File: src/rtl/bmwd_pkg.sv
`default_nettype none
package bmwd_pkg;

  ////////////////////////////////////////////////////////////////////////////////
  // address and field layout
  localparam int unsigned HOST_ADDR_W   = 32;
  localparam int unsigned PADDR_W       = 8;
  localparam int unsigned PDATA_W       = 32;
  localparam int unsigned REG_W         = 16;
  localparam int unsigned FIELD_MSB     = 15;
  localparam int unsigned FIELD_LSB     = 4;
  localparam int unsigned FIELD_W       = FIELD_MSB - FIELD_LSB + 1;
  localparam int unsigned LOW_ADDR_W    = HOST_ADDR_W - FIELD_W;
  localparam int unsigned NUM_WIN_REGS  = 4;
  localparam int unsigned CNT_W         = 16;

  ////////////////////////////////////////////////////////////////////////////////
  // register indices, byte address is four times the index
  localparam logic [PADDR_W-1:0] NP_BASE_IDX   = 8'h20;
  localparam logic [PADDR_W-1:0] NP_LIMIT_IDX  = 8'h22;
  localparam logic [PADDR_W-1:0] PF_BASE_IDX   = 8'h24;
  localparam logic [PADDR_W-1:0] PF_LIMIT_IDX  = 8'h26;
  localparam logic [PADDR_W-1:0] STATUS_IDX    = 8'h28;
  localparam logic [PADDR_W-1:0] NP_COUNT_IDX  = 8'h29;
  localparam logic [PADDR_W-1:0] PF_COUNT_IDX  = 8'h2a;
  localparam logic [PADDR_W-1:0] MISS_COUNT_IDX = 8'h2b;
  localparam int unsigned        IDX_SHIFT     = 2;

  ////////////////////////////////////////////////////////////////////////////////
  // window register slots and reset values
  localparam int unsigned SLOT_NP_BASE  = 0;
  localparam int unsigned SLOT_NP_LIMIT = 1;
  localparam int unsigned SLOT_PF_BASE  = 2;
  localparam int unsigned SLOT_PF_LIMIT = 3;
  localparam logic [REG_W-1:0] BASE_RESET  = 16'hfff0;
  localparam logic [REG_W-1:0] LIMIT_RESET = 16'h0000;
  localparam logic [LOW_ADDR_W-1:0] LOW_ZEROS = 20'h00000;
  localparam logic [LOW_ADDR_W-1:0] LOW_ONES  = 20'hfffff;

  ////////////////////////////////////////////////////////////////////////////////
  // status bit positions
  localparam int unsigned ST_LAST_VALID = 0;
  localparam int unsigned ST_LAST_SEC   = 1;
  localparam int unsigned ST_LAST_NP    = 2;
  localparam int unsigned ST_LAST_PF    = 3;
  localparam int unsigned ST_NP_OPEN    = 4;
  localparam int unsigned ST_PF_OPEN    = 5;

  ////////////////////////////////////////////////////////////////////////////////
  // host request and routing answer
  typedef struct packed {
    logic                   valid;
    logic                   is_mem;
    logic [HOST_ADDR_W-1:0] addr;
  } bmwd_req_t;

  typedef struct packed {
    logic                   valid;
    logic                   to_secondary;
    logic                   np_hit;
    logic                   pf_hit;
    logic [HOST_ADDR_W-1:0] addr;
  } bmwd_route_t;

endpackage
`default_nettype wire

File: src/rtl/bmwd_window_match.sv
`timescale 1ns/10ps
`default_nettype none

module bmwd_window_match #(
  parameter int unsigned ADDR_W  = bmwd_pkg::HOST_ADDR_W,
  parameter int unsigned FIELD_W = bmwd_pkg::FIELD_W
) (
  input  wire logic [FIELD_W-1:0] base_field_i,
  input  wire logic [FIELD_W-1:0] limit_field_i,
  input  wire logic [ADDR_W-1:0]  addr_i,
  output logic                    hit_o
);

  logic [ADDR_W-1:0] base_full;
  logic [ADDR_W-1:0] limit_full;

  assign base_full  = {base_field_i, bmwd_pkg::LOW_ZEROS};
  assign limit_full = {limit_field_i, bmwd_pkg::LOW_ONES};

  // inclusive compare; base above limit matches nothing
  assign hit_o = (addr_i >= base_full) && (addr_i <= limit_full);

endmodule

`default_nettype wire

File: src/rtl/bmwd_decode.sv
// Added by the designer: register access over APB.
`timescale 1ns/10ps
`default_nettype none

module bmwd_decode #(
  parameter int unsigned CNT_W = bmwd_pkg::CNT_W
) (
  input  wire logic                          mclk_i,
  input  wire logic                          rst_i,
  // apb slave
  input  wire logic                          psel_i,
  input  wire logic                          penable_i,
  input  wire logic                          pwrite_i,
  input  wire logic [bmwd_pkg::PADDR_W-1:0]  paddr_i,
  input  wire logic [bmwd_pkg::PDATA_W-1:0]  pwdata_i,
  input  wire logic [3:0]                    pstrb_i,
  output logic                               pready_o,
  output logic [bmwd_pkg::PDATA_W-1:0]       prdata_o,
  output logic                               pslverr_o,
  // host memory access in, routing answer out
  input  wire bmwd_pkg::bmwd_req_t           host_req_i,
  output bmwd_pkg::bmwd_route_t              route_o
);

  ////////////////////////////////////////////////////////////////////////////////
  // declarations

  logic [bmwd_pkg::FIELD_W-1:0]     win_reg [bmwd_pkg::NUM_WIN_REGS];
  logic                             pready_reg;
  logic [bmwd_pkg::PDATA_W-1:0]     prdata_reg;
  logic [bmwd_pkg::PDATA_W-1:0]     prdata_next;
  logic                             pslverr_reg;
  logic                             pslverr_next;
  bmwd_pkg::bmwd_route_t            route_reg;
  bmwd_pkg::bmwd_route_t            route_next;
  logic [CNT_W-1:0]                 np_count_reg;
  logic [CNT_W-1:0]                 pf_count_reg;
  logic [CNT_W-1:0]                 miss_count_reg;
  logic [bmwd_pkg::PADDR_W-1:0]     reg_idx;
  logic                             idx_aligned;
  logic                             apb_access;
  logic                             apb_commit;
  logic                             wr_commit;
  logic                             lo_lane_wr;
  logic                             hi_lane_wr;
  logic [bmwd_pkg::NUM_WIN_REGS-1:0] win_sel;
  logic                             np_hit;
  logic                             pf_hit;
  logic                             np_open;
  logic                             pf_open;
  logic [5:0]                       status_bits;

  ////////////////////////////////////////////////////////////////////////////////
  // apb decode

  assign reg_idx     = paddr_i >> bmwd_pkg::IDX_SHIFT;
  assign idx_aligned = (paddr_i[bmwd_pkg::IDX_SHIFT-1:0] == 2'h0);
  assign apb_access  = psel_i && penable_i && !pready_reg;
  assign apb_commit  = psel_i && penable_i && pready_reg;
  assign wr_commit   = apb_commit && pwrite_i;
  assign lo_lane_wr  = wr_commit && pstrb_i[0];
  assign hi_lane_wr  = wr_commit && pstrb_i[1];

  assign win_sel[bmwd_pkg::SLOT_NP_BASE]  = idx_aligned && (reg_idx == bmwd_pkg::NP_BASE_IDX);
  assign win_sel[bmwd_pkg::SLOT_NP_LIMIT] = idx_aligned && (reg_idx == bmwd_pkg::NP_LIMIT_IDX);
  assign win_sel[bmwd_pkg::SLOT_PF_BASE]  = idx_aligned && (reg_idx == bmwd_pkg::PF_BASE_IDX);
  assign win_sel[bmwd_pkg::SLOT_PF_LIMIT] = idx_aligned && (reg_idx == bmwd_pkg::PF_LIMIT_IDX);

  ////////////////////////////////////////////////////////////////////////////////
  // apb handshake, one wait state then pready for one cycle

  always_ff @(posedge mclk_i) begin
    if (rst_i) begin
      pready_reg <= 1'b0;
    end else begin
      pready_reg <= apb_access;
    end
  end

  always_ff @(posedge mclk_i) begin
    if (rst_i) begin
      prdata_reg  <= '0;
      pslverr_reg <= 1'b0;
    end else if (apb_access) begin
      prdata_reg  <= pwrite_i ? '0 : prdata_next;
      pslverr_reg <= pslverr_next;
    end else if (apb_commit) begin
      prdata_reg  <= '0;
      pslverr_reg <= 1'b0;
    end
  end

  ////////////////////////////////////////////////////////////////////////////////
  // window registers

  for (genvar g = 0; g < bmwd_pkg::NUM_WIN_REGS; g++) begin : g_win
    localparam logic [bmwd_pkg::REG_W-1:0] RST_VAL =
      (g == bmwd_pkg::SLOT_NP_BASE || g == bmwd_pkg::SLOT_PF_BASE) ?
      bmwd_pkg::BASE_RESET : bmwd_pkg::LIMIT_RESET;

    always_ff @(posedge mclk_i) begin
      if (rst_i) begin
        win_reg[g] <= RST_VAL[bmwd_pkg::FIELD_MSB:bmwd_pkg::FIELD_LSB];
      end else if (win_sel[g]) begin
        // low lane holds bits 7:4, bits 3:0 are not stored
        if (lo_lane_wr) begin
          win_reg[g][3:0] <= pwdata_i[7:bmwd_pkg::FIELD_LSB];
        end
        if (hi_lane_wr) begin
          win_reg[g][bmwd_pkg::FIELD_W-1:4] <= pwdata_i[bmwd_pkg::FIELD_MSB:8];
        end
      end
    end
  end

  ////////////////////////////////////////////////////////////////////////////////
  // read mux

  assign status_bits = {pf_open, np_open, route_reg.pf_hit, route_reg.np_hit,
                        route_reg.to_secondary, route_reg.valid};

  always_comb begin
    prdata_next  = '0;
    pslverr_next = 1'b0;
    if (!idx_aligned) begin
      pslverr_next = 1'b1;
    end else begin
      case (reg_idx)
        bmwd_pkg::NP_BASE_IDX: begin
          prdata_next[bmwd_pkg::FIELD_MSB:0] =
            {win_reg[bmwd_pkg::SLOT_NP_BASE], 4'h0};
        end
        bmwd_pkg::NP_LIMIT_IDX: begin
          prdata_next[bmwd_pkg::FIELD_MSB:0] =
            {win_reg[bmwd_pkg::SLOT_NP_LIMIT], 4'h0};
        end
        bmwd_pkg::PF_BASE_IDX: begin
          prdata_next[bmwd_pkg::FIELD_MSB:0] =
            {win_reg[bmwd_pkg::SLOT_PF_BASE], 4'h0};
        end
        bmwd_pkg::PF_LIMIT_IDX: begin
          prdata_next[bmwd_pkg::FIELD_MSB:0] =
            {win_reg[bmwd_pkg::SLOT_PF_LIMIT], 4'h0};
        end
        bmwd_pkg::STATUS_IDX: begin
          prdata_next[bmwd_pkg::ST_PF_OPEN:bmwd_pkg::ST_LAST_VALID] = status_bits;
        end
        bmwd_pkg::NP_COUNT_IDX: begin
          prdata_next[CNT_W-1:0] = np_count_reg;
        end
        bmwd_pkg::PF_COUNT_IDX: begin
          prdata_next[CNT_W-1:0] = pf_count_reg;
        end
        bmwd_pkg::MISS_COUNT_IDX: begin
          prdata_next[CNT_W-1:0] = miss_count_reg;
        end
        default: begin
          pslverr_next = 1'b1;
        end
      endcase
    end
  end

  ////////////////////////////////////////////////////////////////////////////////
  // window decode

  bmwd_window_match u_np_match (
    .base_field_i  (win_reg[bmwd_pkg::SLOT_NP_BASE]),
    .limit_field_i (win_reg[bmwd_pkg::SLOT_NP_LIMIT]),
    .addr_i        (host_req_i.addr),
    .hit_o         (np_hit)
  );

  bmwd_window_match u_pf_match (
    .base_field_i  (win_reg[bmwd_pkg::SLOT_PF_BASE]),
    .limit_field_i (win_reg[bmwd_pkg::SLOT_PF_LIMIT]),
    .addr_i        (host_req_i.addr),
    .hit_o         (pf_hit)
  );

  assign np_open = (win_reg[bmwd_pkg::SLOT_NP_BASE] <= win_reg[bmwd_pkg::SLOT_NP_LIMIT]);
  assign pf_open = (win_reg[bmwd_pkg::SLOT_PF_BASE] <= win_reg[bmwd_pkg::SLOT_PF_LIMIT]);

  always_comb begin
    route_next              = '0;
    route_next.valid        = host_req_i.valid;
    route_next.addr         = host_req_i.addr;
    if (host_req_i.valid && host_req_i.is_mem) begin
      route_next.np_hit       = np_hit;
      route_next.pf_hit       = pf_hit;
      route_next.to_secondary = np_hit || pf_hit;
    end
  end

  always_ff @(posedge mclk_i) begin
    if (rst_i) begin
      route_reg <= '0;
    end else begin
      route_reg <= route_next;
    end
  end

  ////////////////////////////////////////////////////////////////////////////////
  // routing counters

  always_ff @(posedge mclk_i) begin
    if (rst_i) begin
      np_count_reg <= '0;
    end else if (route_next.np_hit) begin
      np_count_reg <= np_count_reg + 1'b1;
    end
  end

  always_ff @(posedge mclk_i) begin
    if (rst_i) begin
      pf_count_reg <= '0;
    end else if (route_next.pf_hit) begin
      pf_count_reg <= pf_count_reg + 1'b1;
    end
  end

  always_ff @(posedge mclk_i) begin
    if (rst_i) begin
      miss_count_reg <= '0;
    end else if (host_req_i.valid && host_req_i.is_mem && !route_next.to_secondary) begin
      miss_count_reg <= miss_count_reg + 1'b1;
    end
  end

  ////////////////////////////////////////////////////////////////////////////////
  // outputs

  assign pready_o  = pready_reg;
  assign prdata_o  = prdata_reg;
  assign pslverr_o = pslverr_reg;
  assign route_o   = route_reg;

endmodule

`default_nettype wire

File: config.mk
export PLATFORM = sky130hd
export DESIGN_NAME = bmwd_decode
export DESIGN_NICKNAME = d
export VERILOG_FILES = /design/src/rtl/bmwd_pkg.sv /design/src/rtl/bmwd_window_match.sv /design/src/rtl/bmwd_decode.sv
export SDC_FILE = /design/constraint.sdc
export NUM_CORES = 1
export LEC_CHECK = 0
export ABC_CLOCK_PERIOD_IN_PS = 3800
export BUFFER_PORTS_ARGS = -buffer_cell sky130_fd_sc_hd__buf_4
export CAP_MARGIN = 20
export CORE_ASPECT_RATIO = 1.1
export CORE_MARGIN = 3
export CORE_UTILIZATION = 50
export DETAILED_ROUTE_END_ITERATION = 10
export MAX_ROUTING_LAYER = met4
export PLACE_DENSITY = 0.82
export SLEW_MARGIN = 20
export SYNTH_ARGS = -nofsm -noshare
export SYNTH_HDL_FRONTEND = slang
export SYNTH_SLANG_ARGS = --single-unit
File: constraint.sdc
create_clock -name mclk_i -period 3.8 [get_ports mclk_i]
set_input_delay 0.38 -clock mclk_i [delete_from_list [all_inputs] [get_ports mclk_i]]
set_output_delay 0.38 -clock mclk_i [all_outputs]
set_load 0.1 [all_outputs]
==> metrics.yaml, run 1 <==
run:
  drv_cap: 0
layout:
  final_nets: 1189
  syn_to_final_growth_pct: 18.65
  largest_reg_flops: 48
  fin_util_pct: 61.85
  fin_cells: 1273
  antenna_cells: 0
  design_area_um2: 10310
  drive_gt1_share_pct: 20.98
power:
  p_int_mw: 2.896
  sw_frac_of_total_pct: 27.56
  share_comb_of_total_power_pct: 14.0
  p_leak_nw: 4.138
  clkPwrFrac_pct: 43.5
  irDropWorstVdd_mv: 0.3216
  p_per_area_nw_per_um2: 387.5
  power.net_switching_mw: 1.102
  power_frac_seq_pct: 42.4
timing:
  rsz0062_at_grt: "no"
  fin_crit_ns: 2.930
  setup_viol: 0
  worstMarginPinSlew_ns: 1.036
  fin_skew_ns: 0.006078
  drv_slew: 0
  slew_headroom_pct: 30.77
  hold_violations: 0
  hold_ws_ns: 0.1741
  fin_setup_tns_ns: 0
  fmax_ghz: 0.3413
  period_share_pct: 77.10
floorplanning:
  fp-row-count: 49
  initial_core_util_pct: 52.13
  die_w_um: 131.7
  core-area_um2: 16680
  ios: 153
  die_h_um: 144.3
  die-area_um2: 19010
drt:
  vias: 7599
  drcViolationCount: 0
  routed_wl_um: 23790
  ant_nets: 0
  drtIter0Drc: 806
  viasPerCell: 5.969
  dr.pass1.iters: 5
  wl_per_cell_um: 18.68
placed_design:
  hpwlAfterDp_um: 17660
  place.gp.congestion: 0.9207
  portBuffers: 114
  dp.cells: 1241
  place_area_um2: 9701
synth:
  synthFlopType: "dfxtp_1"
  avgSynthCellArea_um2: 9.368
  synth-seq-area-share_pct: 40.07
  yosysUniqueCellTypes: 63
  syn_inst: 928
  syn_area_um2: 8693
  yosys_warnings: 0
  synth-edff-count: 48
  synth_seq_cells: 150
  synth-async-reset-ratio_pct: 0
clock_tree:
  cts-resized-gates: 0
  ctsLongestPathBuffers: 2
  cts_sinks: 150
  cts_hold_buffers: 0
  cts_setup_buffers: 0
  cts_tree: "done"
  path_clk_slew_ns: 0.06
  cts_made_buffers: 17
  clkLatencyLatePin_ns: 0.43
  htree_num_levels: 4
  root_buffer: "clkbuf_16"
worst_setup_path:
  startpoint: "win_reg[2][1]$_SDFFCE_PN1P_"
  worstRegToRegCells: 10
  rrSetupSlack_ns: 0.87
  end_kind: "flip-flop"
  arrival_ns: 3.25
  crit_fanout: 30
  endpoint: "miss_count_reg[13]$_SDFFE_PP0P_"
  timing.rr.start: "win_reg[2][1]$_SDFFCE_PN1P_"
  criticalPathCategory: "flip-flop to flip-flop"
  worst_setup_path_start_kind: "flip-flop"
  cp.required_ns: 4.12
  r2r-end: "miss_count_reg[13]$_SDFFE_PP0P_"
global_route:
  antenna_found_initial: 0
  overflow: 0
  grt_max_degree: 56
  grt_pass1_wl_um: 37720
  grt_pass1_vias: 7220
  grtUsageTotal_pct: 25.81
status:
  outcome: "finished, final reports clean"
hold_path:
  min_path_type: "primary input to flip-flop"
  hp-start: "host_req_i[8]"
-- per-stage QoR --
step	setup slack (ns)	total power, mW
floorplan	1.086	2.132
global placement	0.8332	2.274
detailed placement	0.7904	2.284
CTS	0.9408	4.003
global route	0.7653	4.129
finish	0.8700	3.997
-- cell type report --
type,instances,area [um^2]
Fill cell,1373,6361
Multi-Input combinational cell,678,4775
Sequential cell,150,3483
Timing Repair Buffer,124,930.9
Clock buffer,23,500.5
Tap cell,229,286.5
Inverter,60,225.2
Clock inverter,9,113.9
-- kinds of logic (layout without fill, tap and decap cells) --
| group | after synthesis | count (layout) | share of synthesized area [%] |
|---|---|---|---|
| compound gates | 230 | 230 | 18.16 |
| xor+xnor | 8 | 8 | 0.8060 |
| simple gates | 327 | 327 | 21.03 |
| buf+inv | 115 | 216 | 5.771 |
| other cells | 1 | 16 | 0.04314 |
| flops | 150 | 150 | 40.07 |
| mux | 22 | 22 | 3.325 |
| fa+ha+maj | 75 | 75 | 10.79 |
-- worst max-delay path: stages, from the launching register on --
cell	delay [ns]
edfxtp_1	0.44
inv_1	0.08
ha_1	0.23
nor2b_1	0.13
o21ai_0	0.27
nand4_1	0.20
o21ai_4	0.35
a31oi_2	0.13
buf_4	0.24
nor4_1	0.36
mux2_1	0.36
-- cell usage after synthesis, types with 7 or more instances --
| cell type | n | area [um^2] |
|---|---|---|
| nor2_1 | 59 | 221.5 |
| mux2_2 | 10 | 112.6 |
| nand2_1 | 46 | 172.7 |
| inv_1 | 60 | 225.2 |
| a22oi_1 | 38 | 285.3 |
| or4_1 | 12 | 90.09 |
| nor3_1 | 9 | 45.04 |
| nand3_1 | 17 | 85.08 |
| or3_1 | 7 | 43.79 |
| nand4_1 | 30 | 187.7 |
| or2_2 | 26 | 162.7 |
| o21a_1 | 7 | 52.55 |
| a21o_1 | 14 | 105.1 |
| edfxtp_1 | 48 | 1441 |
| clkbuf_1 | 29 | 108.9 |
| a21oi_1 | 59 | 295.3 |
| xnor2_1 | 8 | 70.07 |
| and3_1 | 12 | 75.07 |
| buf_4 | 17 | 127.6 |
| o21ai_0 | 42 | 210.2 |
| nor2b_1 | 46 | 287.8 |
| nor4_1 | 9 | 56.30 |
| a221oi_1 | 13 | 113.9 |
| and2_1 | 34 | 212.7 |
| ha_1 | 75 | 938.4 |
| dfxtp_1 | 102 | 2042 |
| a31o_2 | 7 | 61.31 |
| o31ai_1 | 12 | 90.09 |
-- per-layer routing --
layer	vias up	share of wire [%]	GRT usage, %	routed length (um)
met2	337	48	42.36	11520
met4	0	4.3	12.99	1014
met3	85	6.3	5.324	1495
met1	3579	41	30.46	9753
met5	-	0	-	0
li1	3598	-	-	-
-- power groups by stage --
stage                     clock network, mW  registers (mW)  logic (mW)
after floorplan                           0            1.87       0.258
after global placement                    0            1.73       0.543
after detailed placement                  0            1.73       0.553
after CTS                              1.75            1.70       0.557
after global routing                   1.83            1.70       0.596
final                                  1.74            1.70       0.561
-- how the worst min path moves through the flow --
stage	end	slack, ns	depth (start not counted)
finish	route_o[8]$_SDFF_PP0_	0.17	2
global route	route_o[2]$_SDFF_PP0_	0.19	2
detailed placement	miss_count_reg[15]$_SDFFE_PP0P_	0.48	2
global placement	pf_count_reg[15]$_SDFFE_PP0P_	0.46	2
floorplan	miss_count_reg[15]$_SDFFE_PP0P_	0.45	2
CTS	route_o[8]$_SDFF_PP0_	0.17	2
-- layout by cell type (no fill, tap or decap), types with 30 or more instances in the layout --
master    instances
nor2_1           59
nand4_1          30
and2_1           34
a21oi_1          58
dfxtp_1         102
nand2_1          46
nor2b_1          46
a22oi_1          38
edfxtp_1         48
inv_1            60
buf_4           124
ha_1             75
o21ai_0          39
Power figures use the tool's default switching activity.
==> run 2: changes to the inputs <==
ABC_CLOCK_PERIOD_IN_PS = 2700   (was 3800)
clock period = 2.7 ns   (was 3.8 ns; I/O delays follow)
==> metrics.yaml, run 2 (synthesis results as in run 1) <==
global_route:
  grtUsageTotal_pct: 25.88
  overflow: 0
  grt_max_degree: 43
  grt_pass1_wl_um: 37650
  antenna_found_initial: 0
  grt_pass1_vias: 7207
drt:
  routed_wl_um: 23970
  drtIter0Drc: 727
  dr.pass1.iters: 7
  drcViolationCount: 0
  vias: 7715
  wl_per_cell_um: 18.44
  ant_nets: 0
  viasPerCell: 5.935
worst_setup_path:
  cp.required_ns: 3.06
  cp_num_buf_inv: 2
  cp_slowest_cell: "or4_1"
  criticalPathCategory: "flip-flop to flip-flop"
  critPathTopFamily: "compound AO/OA/AOI/OAI gates"
  crit_fanout: 30
  critPathMaxStageDelay_ns: 0.52
  end_kind: "flip-flop"
  worst_setup_path_start_kind: "flip-flop"
  arrival_ns: 2.95
  cp_cell_sequence: "inv_1, ha_1, nand2_1, o21ai_0, a211oi_2, a311oi_2, a21oi_2, buf_12, or4_1, a21oi_1"
clock_tree:
  cts_sinks: 150
  htree_num_levels: 4
  cts_made_buffers: 17
  clkLatencyLatePin_ns: 0.44
  root_buffer: "clkbuf_16"
  path_clk_slew_ns: 0.07
  cts_tree: "done"
  ctsLongestPathBuffers: 2
power:
  p_per_area_nw_per_um2: 515.6
  irDropWorstVdd_mv: 0.4401
  p_leak_nw: 4.261
  finalPower_mw: 5.424
placed_design:
  dp.cells: 1266
  place.gp.congestion: 0.9286
  portBuffers: 114
  place_area_um2: 9902
  dp_worst_setup_slack_ns: -0.02473
  hpwlAfterDp_um: 17990
layout:
  final_cell_mix: "148 x buf_4, 101 x dfxtp_1, 75 x ha_1, 60 x inv_1, 59 x nor2_1"
  layout_commonest_cell: "buf_4"
  final_nets: 1216
  drive_gt1_share_pct: 24.00
  design_area_um2: 10520
  antenna_cells: 0
  fin_cells: 1300
  syn_to_final_growth_pct: 21.01
  largest_reg_flops: 48
  fillers: 1397
timing:
  hold_violations: 0
  fin_setup_tns_ns: 0
  rsz0062_at_grt: "yes"
  layout_setup_ws_ns: 0.1058
  fin_skew_ns: 0.01313
  setup_viol: 0
  period_share_pct: 96.08
  worstMarginPinSlew_ns: 0.5683
  drv_slew: 0
  fmax_ghz: 0.3855
  slew_headroom_pct: 61.71
  fin_crit_ns: 2.594
floorplanning:
  fp-row-count: 49
  ios: 153
  initial_core_util_pct: 52.13
  die_w_um: 131.7
  die-area_um2: 19010
  core-area_um2: 16680
  die_h_um: 144.3
hold_path:
  min_path_type: "primary input to flip-flop"
run:
  drv_cap: 0
status:
  outcome: "finished, final reports clean"
run 2: cell types whose count changed in the layout (fill, tap and decap cells not counted), moves of 3 or more:
| cell | delta |
|---|---|
| a2111oi_0 | -3 |
| a21oi_1 | -4 |
| buf_4 | +24 |
| a2111oi_1 | +3 |
| a21oi_2 | +4 |
| inv_6 | +3 |
run 2: area by class of cell:
cell class	count	area [um^2]	area share, %
multi-input cells	678	4817	45.79
clock inverters	11	88.84	0.8444
clock buffers	21	464.2	4.412
flip-flops and latches	150	3485	33.12
inverters	60	225.2	2.141
well taps	229	286.5	2.724
repair buffers	151	1154	10.97
run 2: metal layers:
metal | up-vias | wire length [um] | track usage (%)
met5 | - | 0 | -
met4 | 0 | 838 | 11.44
met2 | 368 | 11400 | 42.55
met3 | 60 | 1801 | 5.358
met1 | 3635 | 9926 | 31.10
li1 | 3652 | - | -
run 2: final timing paths:
| kind | start | end | slack (ns) | cells after the start |
|---|---|---|---|---|
| worst max-delay path | win_reg[1][3]$_SDFFCE_PN0P_ | miss_count_reg[8]$_SDFFE_PP0P_ | 0.11 | 10 |
| worst min-delay path | host_req_i[33] | route_o[35]$_SDFF_PP0_ | 0.05 | 2 |
| worst max register to register | win_reg[1][3]$_SDFFCE_PN0P_ | miss_count_reg[8]$_SDFFE_PP0P_ | 0.11 | 10 |
| worst min register to register | pready_o$_SDFF_PP0_ | pready_o$_SDFF_PP0_ | 0.47 | 1 |
run 2: repair_timing:
item                                    in CTS  in global routing
resized for setup                            1                 15
pin swaps                                    0                  4
hold buffers                                 0                  0
buffers inserted                             0                  2
endpoints found under the setup margin       1                 35
endpoints found under the hold margin        0                  0
run 2: power by group:
part / total (mW) / switching [mW] / internal, mW
Clock: 2.22 / 0.974 / 1.25
Sequential: 2.39 / 0.0216 / 2.37
Combinational: 0.813 / 0.589 / 0.224
run 2: through the flow:
step / util [%] / hold WS [ns]
final: 63.09 / 0.05429
after global routing: 63.09 / 0.05285
after CTS: 62.70 / 0.04959
after detailed placement: 59.38 / 0.4505
after global placement: 59.38 / 0.4412
after floorplan: - / 0.3982
